**src/rtl/port_expander_pkg.sv**
```systemverilog
// Summary of operation
// RQ1: input pins switch both output drivers off, leaving a weak pull-up.
// RQ2: output pins drive high or low following their output latch bit.
// RQ3: sda falling while scl high is taken as a start condition.
// RQ4: master sends the address byte msb first, direction bit last.
// RQ5: matching address is acknowledged by holding sda low on the ninth pulse.
// RQ6: address select pins stay constant between start and stop.
// RQ7: sda changes only while scl low; changes while high are start or stop.
// RQ8: sda rising while scl high is a stop; bus logic returns to idle.
// RQ9: each byte is eight bits plus one acknowledge; transmitter releases sda.
// RQ10: as receiver, every received byte is acknowledged with sda low.
// RQ11: master nack on last read byte; device releases sda for the stop.
// RQ12: slave address is 0100 followed by the three address select pins.
// RQ13: last address bit one means read, zero means write.
// RQ14: first write byte after address is the command; low bits pick register.
// RQ15: selected register stays the read target until a new command byte.
// RQ16: register 0 reads present pin levels; writes to it are ignored.
// RQ17: invert bits of one invert the reported input level; reset to zero.
// RQ18: output latch reads return stored values; reset to all ones.
// RQ19: direction bit one means input, zero output; reset to all ones.
// RQ20: reset puts pins in input mode, restores registers and bus logic.
// RQ21: master starts a transfer only while the bus is idle.
// RQ22: any number of data bytes is accepted between start and stop.
// RQ23: read is command write, repeated start, address with read bit set.
// RQ24: input levels are captured at the rising edge of each ack clock; the first read byte uses the level at the address ack clock's fall.
// RQ25: scl and sda are synchronised and their edges found from samples.
package port_expander_pkg;
  localparam logic [1:0] REG_INPUT_LEVELS = 2'h0;
  localparam logic [1:0] REG_OUTPUT_LATCH = 2'h1;
  localparam logic [1:0] REG_INVERT_MASK = 2'h2;
  localparam logic [1:0] REG_DIRECTION_MASK = 2'h3;
  localparam logic [7:0] RST_OUTPUT_LATCH = 8'hff;
  localparam logic [7:0] RST_INVERT_MASK = 8'h00;
  localparam logic [7:0] RST_DIRECTION_MASK = 8'hff;
  localparam logic [3:0] ADDR_FIXED_BITS = 4'h4;
  localparam logic [3:0] BITS_PER_BYTE = 4'h8;
  localparam int FIFO_DEPTH = 32;

  typedef enum logic [5:0] {
    ST_IDLE = 6'b00_0001,
    ST_ADDR = 6'b00_0010,
    ST_ADDR_ACK = 6'b00_0100,
    ST_RX = 6'b00_1000,
    ST_RX_ACK = 6'b01_0000,
    ST_TX = 6'b10_0000
  } bus_state_t;

  typedef struct packed {
    logic [7:0] data;
    logic is_cmd;
  } rx_word_t;

  typedef struct packed {
    logic [1:0] scl_sync;
    logic [1:0] sda_sync;
    logic scl_prev;
    logic sda_prev;
    logic [7:0] pin_meta;
    logic [7:0] pin_level;
    logic [2:0] sel_meta;
    logic [2:0] sel_level;
  } sync_t;
endpackage

```
**src/rtl/port_expander.sv**
```systemverilog
`timescale 1ns/1ps
`default_nettype none

// --------------------------------------------------------------------------
// write-data fifo
// --------------------------------------------------------------------------
module rx_word_fifo #(
  parameter int WIDTH = 9,
  parameter int DEPTH = 32
) (
  input wire logic sys_clk,
  input wire logic resetn,
  input wire logic in_valid,
  output logic in_ready,
  input wire logic [WIDTH-1:0] in_data,
  output logic out_valid,
  input wire logic out_ready,
  output logic [WIDTH-1:0] out_data
);
  localparam int AW = $clog2(DEPTH);
  typedef struct packed {
    logic [DEPTH-1:0][WIDTH-1:0] mem;
    logic [AW-1:0] wr;
    logic [AW-1:0] rd;
    logic [AW:0] cnt;
  } fifo_state_t;
  fifo_state_t st_ff, nxt_st;
  logic push, pop;

  // --------------------------------------------------------------------------
  // pointers and fill count
  // --------------------------------------------------------------------------
  // a full queue refuses the push; the writer must hold or drop the word
  always_comb begin
    in_ready = (st_ff.cnt != (AW+1)'(DEPTH));
    out_valid = (st_ff.cnt != '0);
    out_data = st_ff.mem[st_ff.rd];
    push = in_valid && in_ready;
    pop = out_valid && out_ready;
    nxt_st = st_ff;
    if (push) begin
      nxt_st.mem[st_ff.wr] = in_data;
      nxt_st.wr = st_ff.wr + 1'b1;
    end
    if (pop) begin
      nxt_st.rd = st_ff.rd + 1'b1;
    end
    if (push && !pop) begin
      nxt_st.cnt = st_ff.cnt + 1'b1;
    end else if (pop && !push) begin
      nxt_st.cnt = st_ff.cnt - 1'b1;
    end
  end

  // --------------------------------------------------------------------------
  // storage register
  // --------------------------------------------------------------------------
  always_ff @(posedge sys_clk or negedge resetn) begin
    if (!resetn) begin
      st_ff <= '0;
    end else begin
      st_ff <= nxt_st;
    end
  end
endmodule // rx_word_fifo

// --------------------------------------------------------------------------
// i2c port expander
// --------------------------------------------------------------------------
module port_expander
  import port_expander_pkg::*;
(
  input wire logic sys_clk,
  input wire logic resetn,
  input wire logic scl_in,
  input wire logic sda_in,
  output logic sda_out,
  output logic sda_oe,
  input wire logic addr_select_bit0,
  input wire logic addr_select_bit1,
  input wire logic addr_select_bit2,
  input wire logic [7:0] port_pin_in,
  output logic [7:0] port_pin_out,
  output logic [7:0] port_pin_oe,
  output logic [7:0] high_side_driver,
  output logic [7:0] low_side_driver
);
  // --------------------------------------------------------------------------
  // held state
  // --------------------------------------------------------------------------
  typedef struct packed {
    sync_t sy;
    bus_state_t state;
    logic [3:0] bit_cnt;
    logic [7:0] shift;
    logic rw_read;
    logic first_byte;
    logic [6:0] addr_lat;
    logic sda_low;
    logic [1:0] reg_sel;
    logic [7:0] input_cap;
    logic [7:0] pin_output_latch;
    logic [7:0] input_invert_mask;
    logic [7:0] pin_direction_mask;
  } core_t;

  core_t st_ff, nxt_st;
  logic scl_rise, scl_fall, start_det, stop_det, scl_h, sda_h;
  logic push_valid, push_ready, pop_valid;
  rx_word_t push_word, pop_word;
  logic [6:0] own_addr;
  logic [7:0] in_view;

  // --------------------------------------------------------------------------
  // helper functions
  // --------------------------------------------------------------------------
  // during a read the ack slot belongs to the master
  function automatic logic read_ack_slot(input core_t s);
    read_ack_slot = (s.state == ST_RX_ACK) && s.rw_read;
  endfunction

  function automatic logic [7:0] read_reg(input logic [1:0] sel, input core_t s,
                                          input logic [7:0] levels);
    case (sel)
      REG_INPUT_LEVELS: read_reg = levels;
      REG_OUTPUT_LATCH: read_reg = s.pin_output_latch; // RQ18
      REG_INVERT_MASK: read_reg = s.input_invert_mask;
      default: read_reg = s.pin_direction_mask;
    endcase
  endfunction

  // --------------------------------------------------------------------------
  // write queue
  // --------------------------------------------------------------------------
  // write bytes queue up so register updates never race bit timing
  rx_word_fifo #(.WIDTH($bits(rx_word_t)), .DEPTH(FIFO_DEPTH)) u_fifo (
    .sys_clk(sys_clk),
    .resetn(resetn),
    .in_valid(push_valid),
    .in_ready(push_ready),
    .in_data(push_word),
    .out_valid(pop_valid),
    .out_ready(1'b1),
    .out_data(pop_word)
  );

  // --------------------------------------------------------------------------
  // synchronisers and bus engine
  // --------------------------------------------------------------------------
  // edges are seen about three clocks late, so each scl phase
  // must last at least four clocks for a bit to be taken cleanly
  always_comb begin
    scl_h = st_ff.sy.scl_sync[1]; // RQ25
    sda_h = st_ff.sy.sda_sync[1];
    scl_rise = scl_h && !st_ff.sy.scl_prev;
    scl_fall = !scl_h && st_ff.sy.scl_prev;
    start_det = scl_h && st_ff.sy.scl_prev && !sda_h && st_ff.sy.sda_prev; // RQ3 RQ7
    stop_det = scl_h && st_ff.sy.scl_prev && sda_h && !st_ff.sy.sda_prev; // RQ8 RQ7
    own_addr = {ADDR_FIXED_BITS, st_ff.sy.sel_level}; // RQ12
    in_view = st_ff.sy.pin_level ^ st_ff.input_invert_mask; // RQ17
    push_valid = 1'b0;
    push_word = '0;
    nxt_st = st_ff;
    nxt_st.sy.scl_sync = {st_ff.sy.scl_sync[0], scl_in};
    nxt_st.sy.sda_sync = {st_ff.sy.sda_sync[0], sda_in};
    nxt_st.sy.scl_prev = scl_h;
    nxt_st.sy.sda_prev = sda_h;
    nxt_st.sy.pin_meta = port_pin_in;
    nxt_st.sy.pin_level = st_ff.sy.pin_meta;
    nxt_st.sy.sel_meta = {addr_select_bit2, addr_select_bit1, addr_select_bit0}; // RQ6
    nxt_st.sy.sel_level = st_ff.sy.sel_meta;

    // queued writes; input register is read only
    if (pop_valid) begin
      if (pop_word.is_cmd) begin
        nxt_st.reg_sel = pop_word.data[1:0]; // RQ14 RQ15
      end else begin
        case (st_ff.reg_sel)
          REG_OUTPUT_LATCH: nxt_st.pin_output_latch = pop_word.data;
          REG_INVERT_MASK: nxt_st.input_invert_mask = pop_word.data;
          REG_DIRECTION_MASK: nxt_st.pin_direction_mask = pop_word.data;
          default: nxt_st.reg_sel = st_ff.reg_sel; // RQ16
        endcase
      end
    end

    case (st_ff.state)
      ST_IDLE: begin
        nxt_st.sda_low = 1'b0;
      end
      ST_ADDR: begin
        if (scl_rise) begin
          nxt_st.shift = {st_ff.shift[6:0], sda_h}; // RQ4
          nxt_st.bit_cnt = st_ff.bit_cnt + 4'h1;
        end
        if (scl_fall && st_ff.bit_cnt == BITS_PER_BYTE) begin
          if (st_ff.shift[7:1] == st_ff.addr_lat) begin
            nxt_st.state = ST_ADDR_ACK;
            nxt_st.sda_low = 1'b1; // RQ5
            nxt_st.rw_read = st_ff.shift[0]; // RQ13
          end else begin
            nxt_st.state = ST_IDLE;
          end
        end
      end
      ST_ADDR_ACK, ST_RX_ACK: begin
        if (scl_rise) begin
          nxt_st.input_cap = in_view; // RQ24
        end
        if (scl_fall) begin
          nxt_st.bit_cnt = 4'h0;
          if (st_ff.state == ST_RX_ACK && !st_ff.sda_low) begin
            // master nack: let go of sda, wait for stop
            nxt_st.state = ST_IDLE; // RQ11
          end else if (st_ff.rw_read) begin
            nxt_st.state = ST_TX;
            nxt_st.shift = read_reg(st_ff.reg_sel, st_ff,
                                    (st_ff.state == ST_ADDR_ACK) ? in_view : st_ff.input_cap);
            nxt_st.sda_low = !nxt_st.shift[7];
          end else begin
            nxt_st.state = ST_RX;
            nxt_st.sda_low = 1'b0; // RQ9
          end
        end else if (read_ack_slot(st_ff) && scl_rise) begin
          nxt_st.sda_low = !sda_h; // remember master ack
        end
      end
      ST_RX: begin
        if (scl_rise) begin
          nxt_st.shift = {st_ff.shift[6:0], sda_h};
          nxt_st.bit_cnt = st_ff.bit_cnt + 4'h1;
        end
        if (scl_fall && st_ff.bit_cnt == BITS_PER_BYTE) begin
          // full fifo: the byte is dropped and the ack withheld
          if (push_ready) begin
            push_valid = 1'b1;
            push_word.data = st_ff.shift;
            push_word.is_cmd = st_ff.first_byte; // RQ14
            nxt_st.first_byte = 1'b0;
            nxt_st.sda_low = 1'b1; // RQ10 RQ22
          end
          nxt_st.state = ST_RX_ACK;
          nxt_st.rw_read = 1'b0;
        end
      end
      ST_TX: begin
        if (scl_fall) begin
          nxt_st.bit_cnt = st_ff.bit_cnt + 4'h1;
          nxt_st.shift = {st_ff.shift[6:0], 1'b1};
          nxt_st.sda_low = !st_ff.shift[6];
          if (st_ff.bit_cnt == BITS_PER_BYTE - 4'h1) begin
            nxt_st.state = ST_RX_ACK;
            nxt_st.sda_low = 1'b0; // RQ9
          end
        end
      end
      default: nxt_st.state = ST_IDLE;
    endcase

    if (start_det) begin
      nxt_st.state = ST_ADDR; // RQ23
      // address pins are frozen for the whole frame
      nxt_st.addr_lat = own_addr; // RQ6 RQ12
      nxt_st.bit_cnt = 4'h0;
      nxt_st.sda_low = 1'b0;
      nxt_st.first_byte = 1'b1;
    end else if (stop_det) begin
      nxt_st.state = ST_IDLE; // RQ8
      nxt_st.sda_low = 1'b0;
    end
  end

  // --------------------------------------------------------------------------
  // bus and pin drivers
  // --------------------------------------------------------------------------
  // ack during a read: master drives sda, device stays released
  always_comb begin
    sda_out = 1'b0;
    sda_oe = st_ff.sda_low && !read_ack_slot(st_ff);
    port_pin_out = st_ff.pin_output_latch; // RQ2
    port_pin_oe = ~st_ff.pin_direction_mask; // RQ19
  end

  // both drivers of an input pin stay off, so only the weak pull-up remains
  for (genvar p = 0; p < 8; p++) begin : g_pin_drv
    wire logic drive_on = !st_ff.pin_direction_mask[p];
    assign high_side_driver[p] = drive_on && st_ff.pin_output_latch[p]; // RQ1 RQ2
    assign low_side_driver[p] = drive_on && !st_ff.pin_output_latch[p]; // RQ1 RQ2
  end

  // --------------------------------------------------------------------------
  // state register
  // --------------------------------------------------------------------------

  always_ff @(posedge sys_clk or negedge resetn) begin
    if (!resetn) begin
      st_ff <= '0; // RQ20
      // idle bus levels, so no false edge follows reset
      st_ff.sy.scl_sync <= 2'b11;
      st_ff.sy.sda_sync <= 2'b11;
      st_ff.sy.scl_prev <= 1'b1;
      st_ff.sy.sda_prev <= 1'b1;
      st_ff.state <= ST_IDLE;
      st_ff.reg_sel <= REG_INPUT_LEVELS;
      st_ff.sda_low <= 1'b0;
      st_ff.bit_cnt <= 4'h0;
      st_ff.addr_lat <= {ADDR_FIXED_BITS, 3'h0};
      st_ff.pin_output_latch <= RST_OUTPUT_LATCH;
      st_ff.input_invert_mask <= RST_INVERT_MASK;
      st_ff.pin_direction_mask <= RST_DIRECTION_MASK;
    end else begin
      st_ff <= nxt_st;
    end
  end
endmodule // port_expander

`default_nettype wire

```
**config.mk**
```make
export PLATFORM = sky130hd
export DESIGN_NAME = port_expander
export DESIGN_NICKNAME = d
export VERILOG_FILES = /design/src/rtl/port_expander_pkg.sv /design/src/rtl/port_expander.sv
export SDC_FILE = /design/constraint.sdc
export NUM_CORES = 1
export LEC_CHECK = 0
export BUFFER_PORTS_ARGS = -buffer_cell sky130_fd_sc_hd__buf_4
export CAP_MARGIN = 20
export CORE_AREA = 3 3 205 207
export CTS_BUF_LIST = sky130_fd_sc_hd__clkbuf_4 sky130_fd_sc_hd__clkbuf_8
export CTS_CLUSTER_SIZE = 40
export DETAILED_ROUTE_END_ITERATION = 12
export DIE_AREA = 0 0 208 210
export PLACE_DENSITY = 0.71
export SLEW_MARGIN = 25
export SYNTH_ARGS = -nofsm -noshare
export SYNTH_HDL_FRONTEND = slang
export SYNTH_SLANG_ARGS = --single-unit
```
**constraint.sdc**
```tcl
create_clock -name sys_clk -period 6.95 [get_ports sys_clk]
set_clock_uncertainty 0.2 [all_clocks]
set_input_delay 0.695 -clock sys_clk [delete_from_list [all_inputs] [get_ports sys_clk]]
set_output_delay 0.695 -clock sys_clk [all_outputs]
set_load 0.02 [all_outputs]
```
==> run metrics <==
Reg2Reg Depth=12; cts hold-fix bufs=13; Final Max Tran Viols=0; Post-Synthesis Cells=1364; most frequent cell after synthesis=dfrtp_1; beginning of the worst hold path=nxt_st[71]; placed insts=1856; Distinct cells, synth=59; routed wire length=42000 um; Worst-Skew Late Latency=0.60 ns; Bufs on Longest Clock Path=3; vias in the first global route=12000; CTS Root Cell=clkbuf_8; gp weighted congestion=0.865; Yosys reg bits=390; CTS tree=done; syn_area_per_cell=13.5 sq um; grt ovf=0; M1 GR Usage=26.7%; grt met3 use=3.82%; Post-Route Setup TNS=0 ns; Initial Utilization=45.6%; Worst EP required=7.22 ns; fin crit share=57.6%; GRT Util Overall=19.4%; # diodes=0; sequential share of the synthesized area=53.0%; Hold Crit Depth=0; # DRC=0; Area Overhead vs Synth=11.8%; FILL cells=3348; Placed Area=19200 sq um; minimum clock period after layout=4.00 ns; Final #Nets=1435; hold path endpoint=st_ff[71]; Chip Width=208 um; Synth top area share=49.7%; status=finished clean; H-tree Lvls=3; first-pass GRT wire length=67800 um; number of flops mapped to enable cells by yosys=0; r2r setup slk=2.95 ns; io pins=49; Hold Vio Cnt, Final=0; ys flop type=dfrtp_1; PortBufs=47; final setup fails=0; die height=210 um; fmax=0.250 GHz; largest net degree at the start of global routing=129; Slew HR=34.3%; top cells by area, synth=dfrtp_1, mux2_2, mux2_1; Pwr Density=239 nW/um^2; GRT met2 Usage=30.8%; share of layout cells above drive strength 1=32.6%; Vias=11300; Design Area, Final=20700 sq um; first-pass iteration count of the detailed router=5; hold crit path type=flop to flop; Least-Margin Pin Slew=0.977 ns; final non-filler cell total=1979; Via density=5.69; GRT Max-Usage Layer=met2; Yosys top cell by area=dfrtp_1; Leak=9.55 nW; TritonCTS Buffers=67; Post-CTS Resized=0; crit end category=flop; mapped cell area=18500 sq um; critical path type=flop to flop; DP Worst Slack=2.99 ns; core area=40600 sq um; launching point of the worst reg2reg path=st_ff[85]; post-synth net total=1391; VDD IR max=0.124 mV; YS warnings=0; wire per inst=21.2 um; unrepaired setup endpoints after global routing=false; Crit path arrival time=4.27 ns; antenna-violating nets left=0; initial antenna violation count=1; Num Clock Sinks=390; final worst setup slack=2.95 ns; Die Area=43700 sq um; Clock transition at path regs=0.06 ns; crit-path max FO=10; asr flop ratio synth=100%; Synth top cells by count=dfrtp_1, mux2_2, mux2_1; FP Rows=74; Setup Fix Bufs, Post-CTS=0; Iteration-0 DRC Markers=790; max-cap viol count=0; RR Endpoint=u_fifo.st_ff[5]; critical path launch point type=flop; DP HPWL=26400 um
## flip-flops by register name, indices dropped and copies added (netlist names)
signal        flops
port_pin_out      8
u_fifo.st_ff    304
st_ff            60
own_addr          3
nxt_st           15
## how the worst max path moves through the flow
| stage | end | slack, ns | depth (start not counted) | startpoint |
|---|---|---|---|---|
| CTS | u_fifo.st_ff[5] | 2.98 | 12 | st_ff[85] |
| detailed placement | u_fifo.st_ff[5] | 2.99 | 12 | st_ff[85] |
| floorplan | u_fifo.st_ff[5] | 3.52 | 13 | u_fifo.st_ff[0] |
| finish | u_fifo.st_ff[5] | 2.95 | 12 | st_ff[85] |
| global placement | u_fifo.st_ff[5] | 3.11 | 12 | st_ff[85] |
| global route | u_fifo.st_ff[5] | 2.69 | 12 | st_ff[85] |
## layout by cell type, fill, tap and decap left out, types with 14 or more instances in the layout
| master | Yosys | layout |
|---|---|---|
| a21oi_1 | 30 | 30 |
| a22o_1 | 17 | 17 |
| a22oi_1 | 22 | 22 |
| buf_4 | 20 | 61 |
| clkbuf_4 | 0 | 18 |
| clkbuf_8 | 0 | 82 |
| dfrtp_1 | 367 | 363 |
| dfstp_2 | 23 | 23 |
| dlygate4sd3_1 | 0 | 14 |
| inv_1 | 16 | 16 |
| mux2_1 | 132 | 132 |
| mux2_2 | 165 | 165 |
| mux2_4 | 26 | 26 |
| mux2i_1 | 112 | 112 |
| mux4_2 | 32 | 32 |
| nand2_1 | 57 | 57 |
| nor2_1 | 26 | 26 |
| nor2_2 | 17 | 17 |
| nor2_4 | 15 | 15 |
| nor3_1 | 17 | 17 |
| o21ai_0 | 28 | 28 |
| xnor2_1 | 15 | 15 |
| xor2_1 | 14 | 14 |
## logic make-up (layout without fill, tap and decap cells)
kind of cell | after synthesis | in the layout | share of synthesized area [%]
buffers and inverters | 121 | 204 | 2.97
other | 1 | 1 | 0.0203
adder cells (fa/ha/maj) | 12 | 12 | 0.813
XOR/XNOR | 29 | 29 | 1.37
AND/OR/NAND/NOR | 209 | 209 | 6.75
multiplexers | 467 | 467 | 30.2
flip-flops | 390 | 390 | 53.0
AO/OA/AOI/OAI | 135 | 135 | 4.91
## critical path, stage by stage, from the launching register on
cell	delay, ns
dfstp_2	0.59
nand2b_1	0.11
nor3_1	0.43
and3b_1	0.74
ha_1	0.39
inv_1	0.13
ha_1	0.36
a21o_1	0.17
a21oi_1	0.21
o21bai_1	0.12
mux2i_1	0.17
o211ai_1	0.12
xor2_1	0.16
## routing by layer
metal,vias to the layer above,share of wire [%]
li1,5021,-
met2,243,47
met5,-,0.031
met4,2,3.1
met1,5906,45
met3,81,4.8
## report_power, final
part           switching (mW)  leakage (nW)  total (mW)  internal, mW
Combinational           0.359          3.57       0.493         0.134
Sequential             0.0635          5.29        2.40          2.33
Clock                   0.896         0.700        2.05          1.15
## final cells by class
class / instances / area (sq um) / area share (%)
Clock buffer: 100 / 1260 / 6.12
Clock inverter: 8 / 42.5 / 0.206
Inverter: 16 / 60.1 / 0.291
Multi-Input combinational cell: 853 / 8140 / 39.4
Sequential cell: 390 / 9800 / 47.4
Tap cell: 532 / 666 / 3.22
Timing Repair Buffer: 80 / 683 / 3.31
## per-stage QoR
step	util, %	total power, mW	hold slack, ns
after CTS	50.8	4.99	0.0143
after floorplan	-	2.69	0.131
after detailed placement	47.3	2.92	0.136
after global placement	47.3	2.91	0.133
final	50.9	4.94	0.146
after global routing	50.9	5.15	0.151
Note: power is estimated with default switching activity, not from simulation.
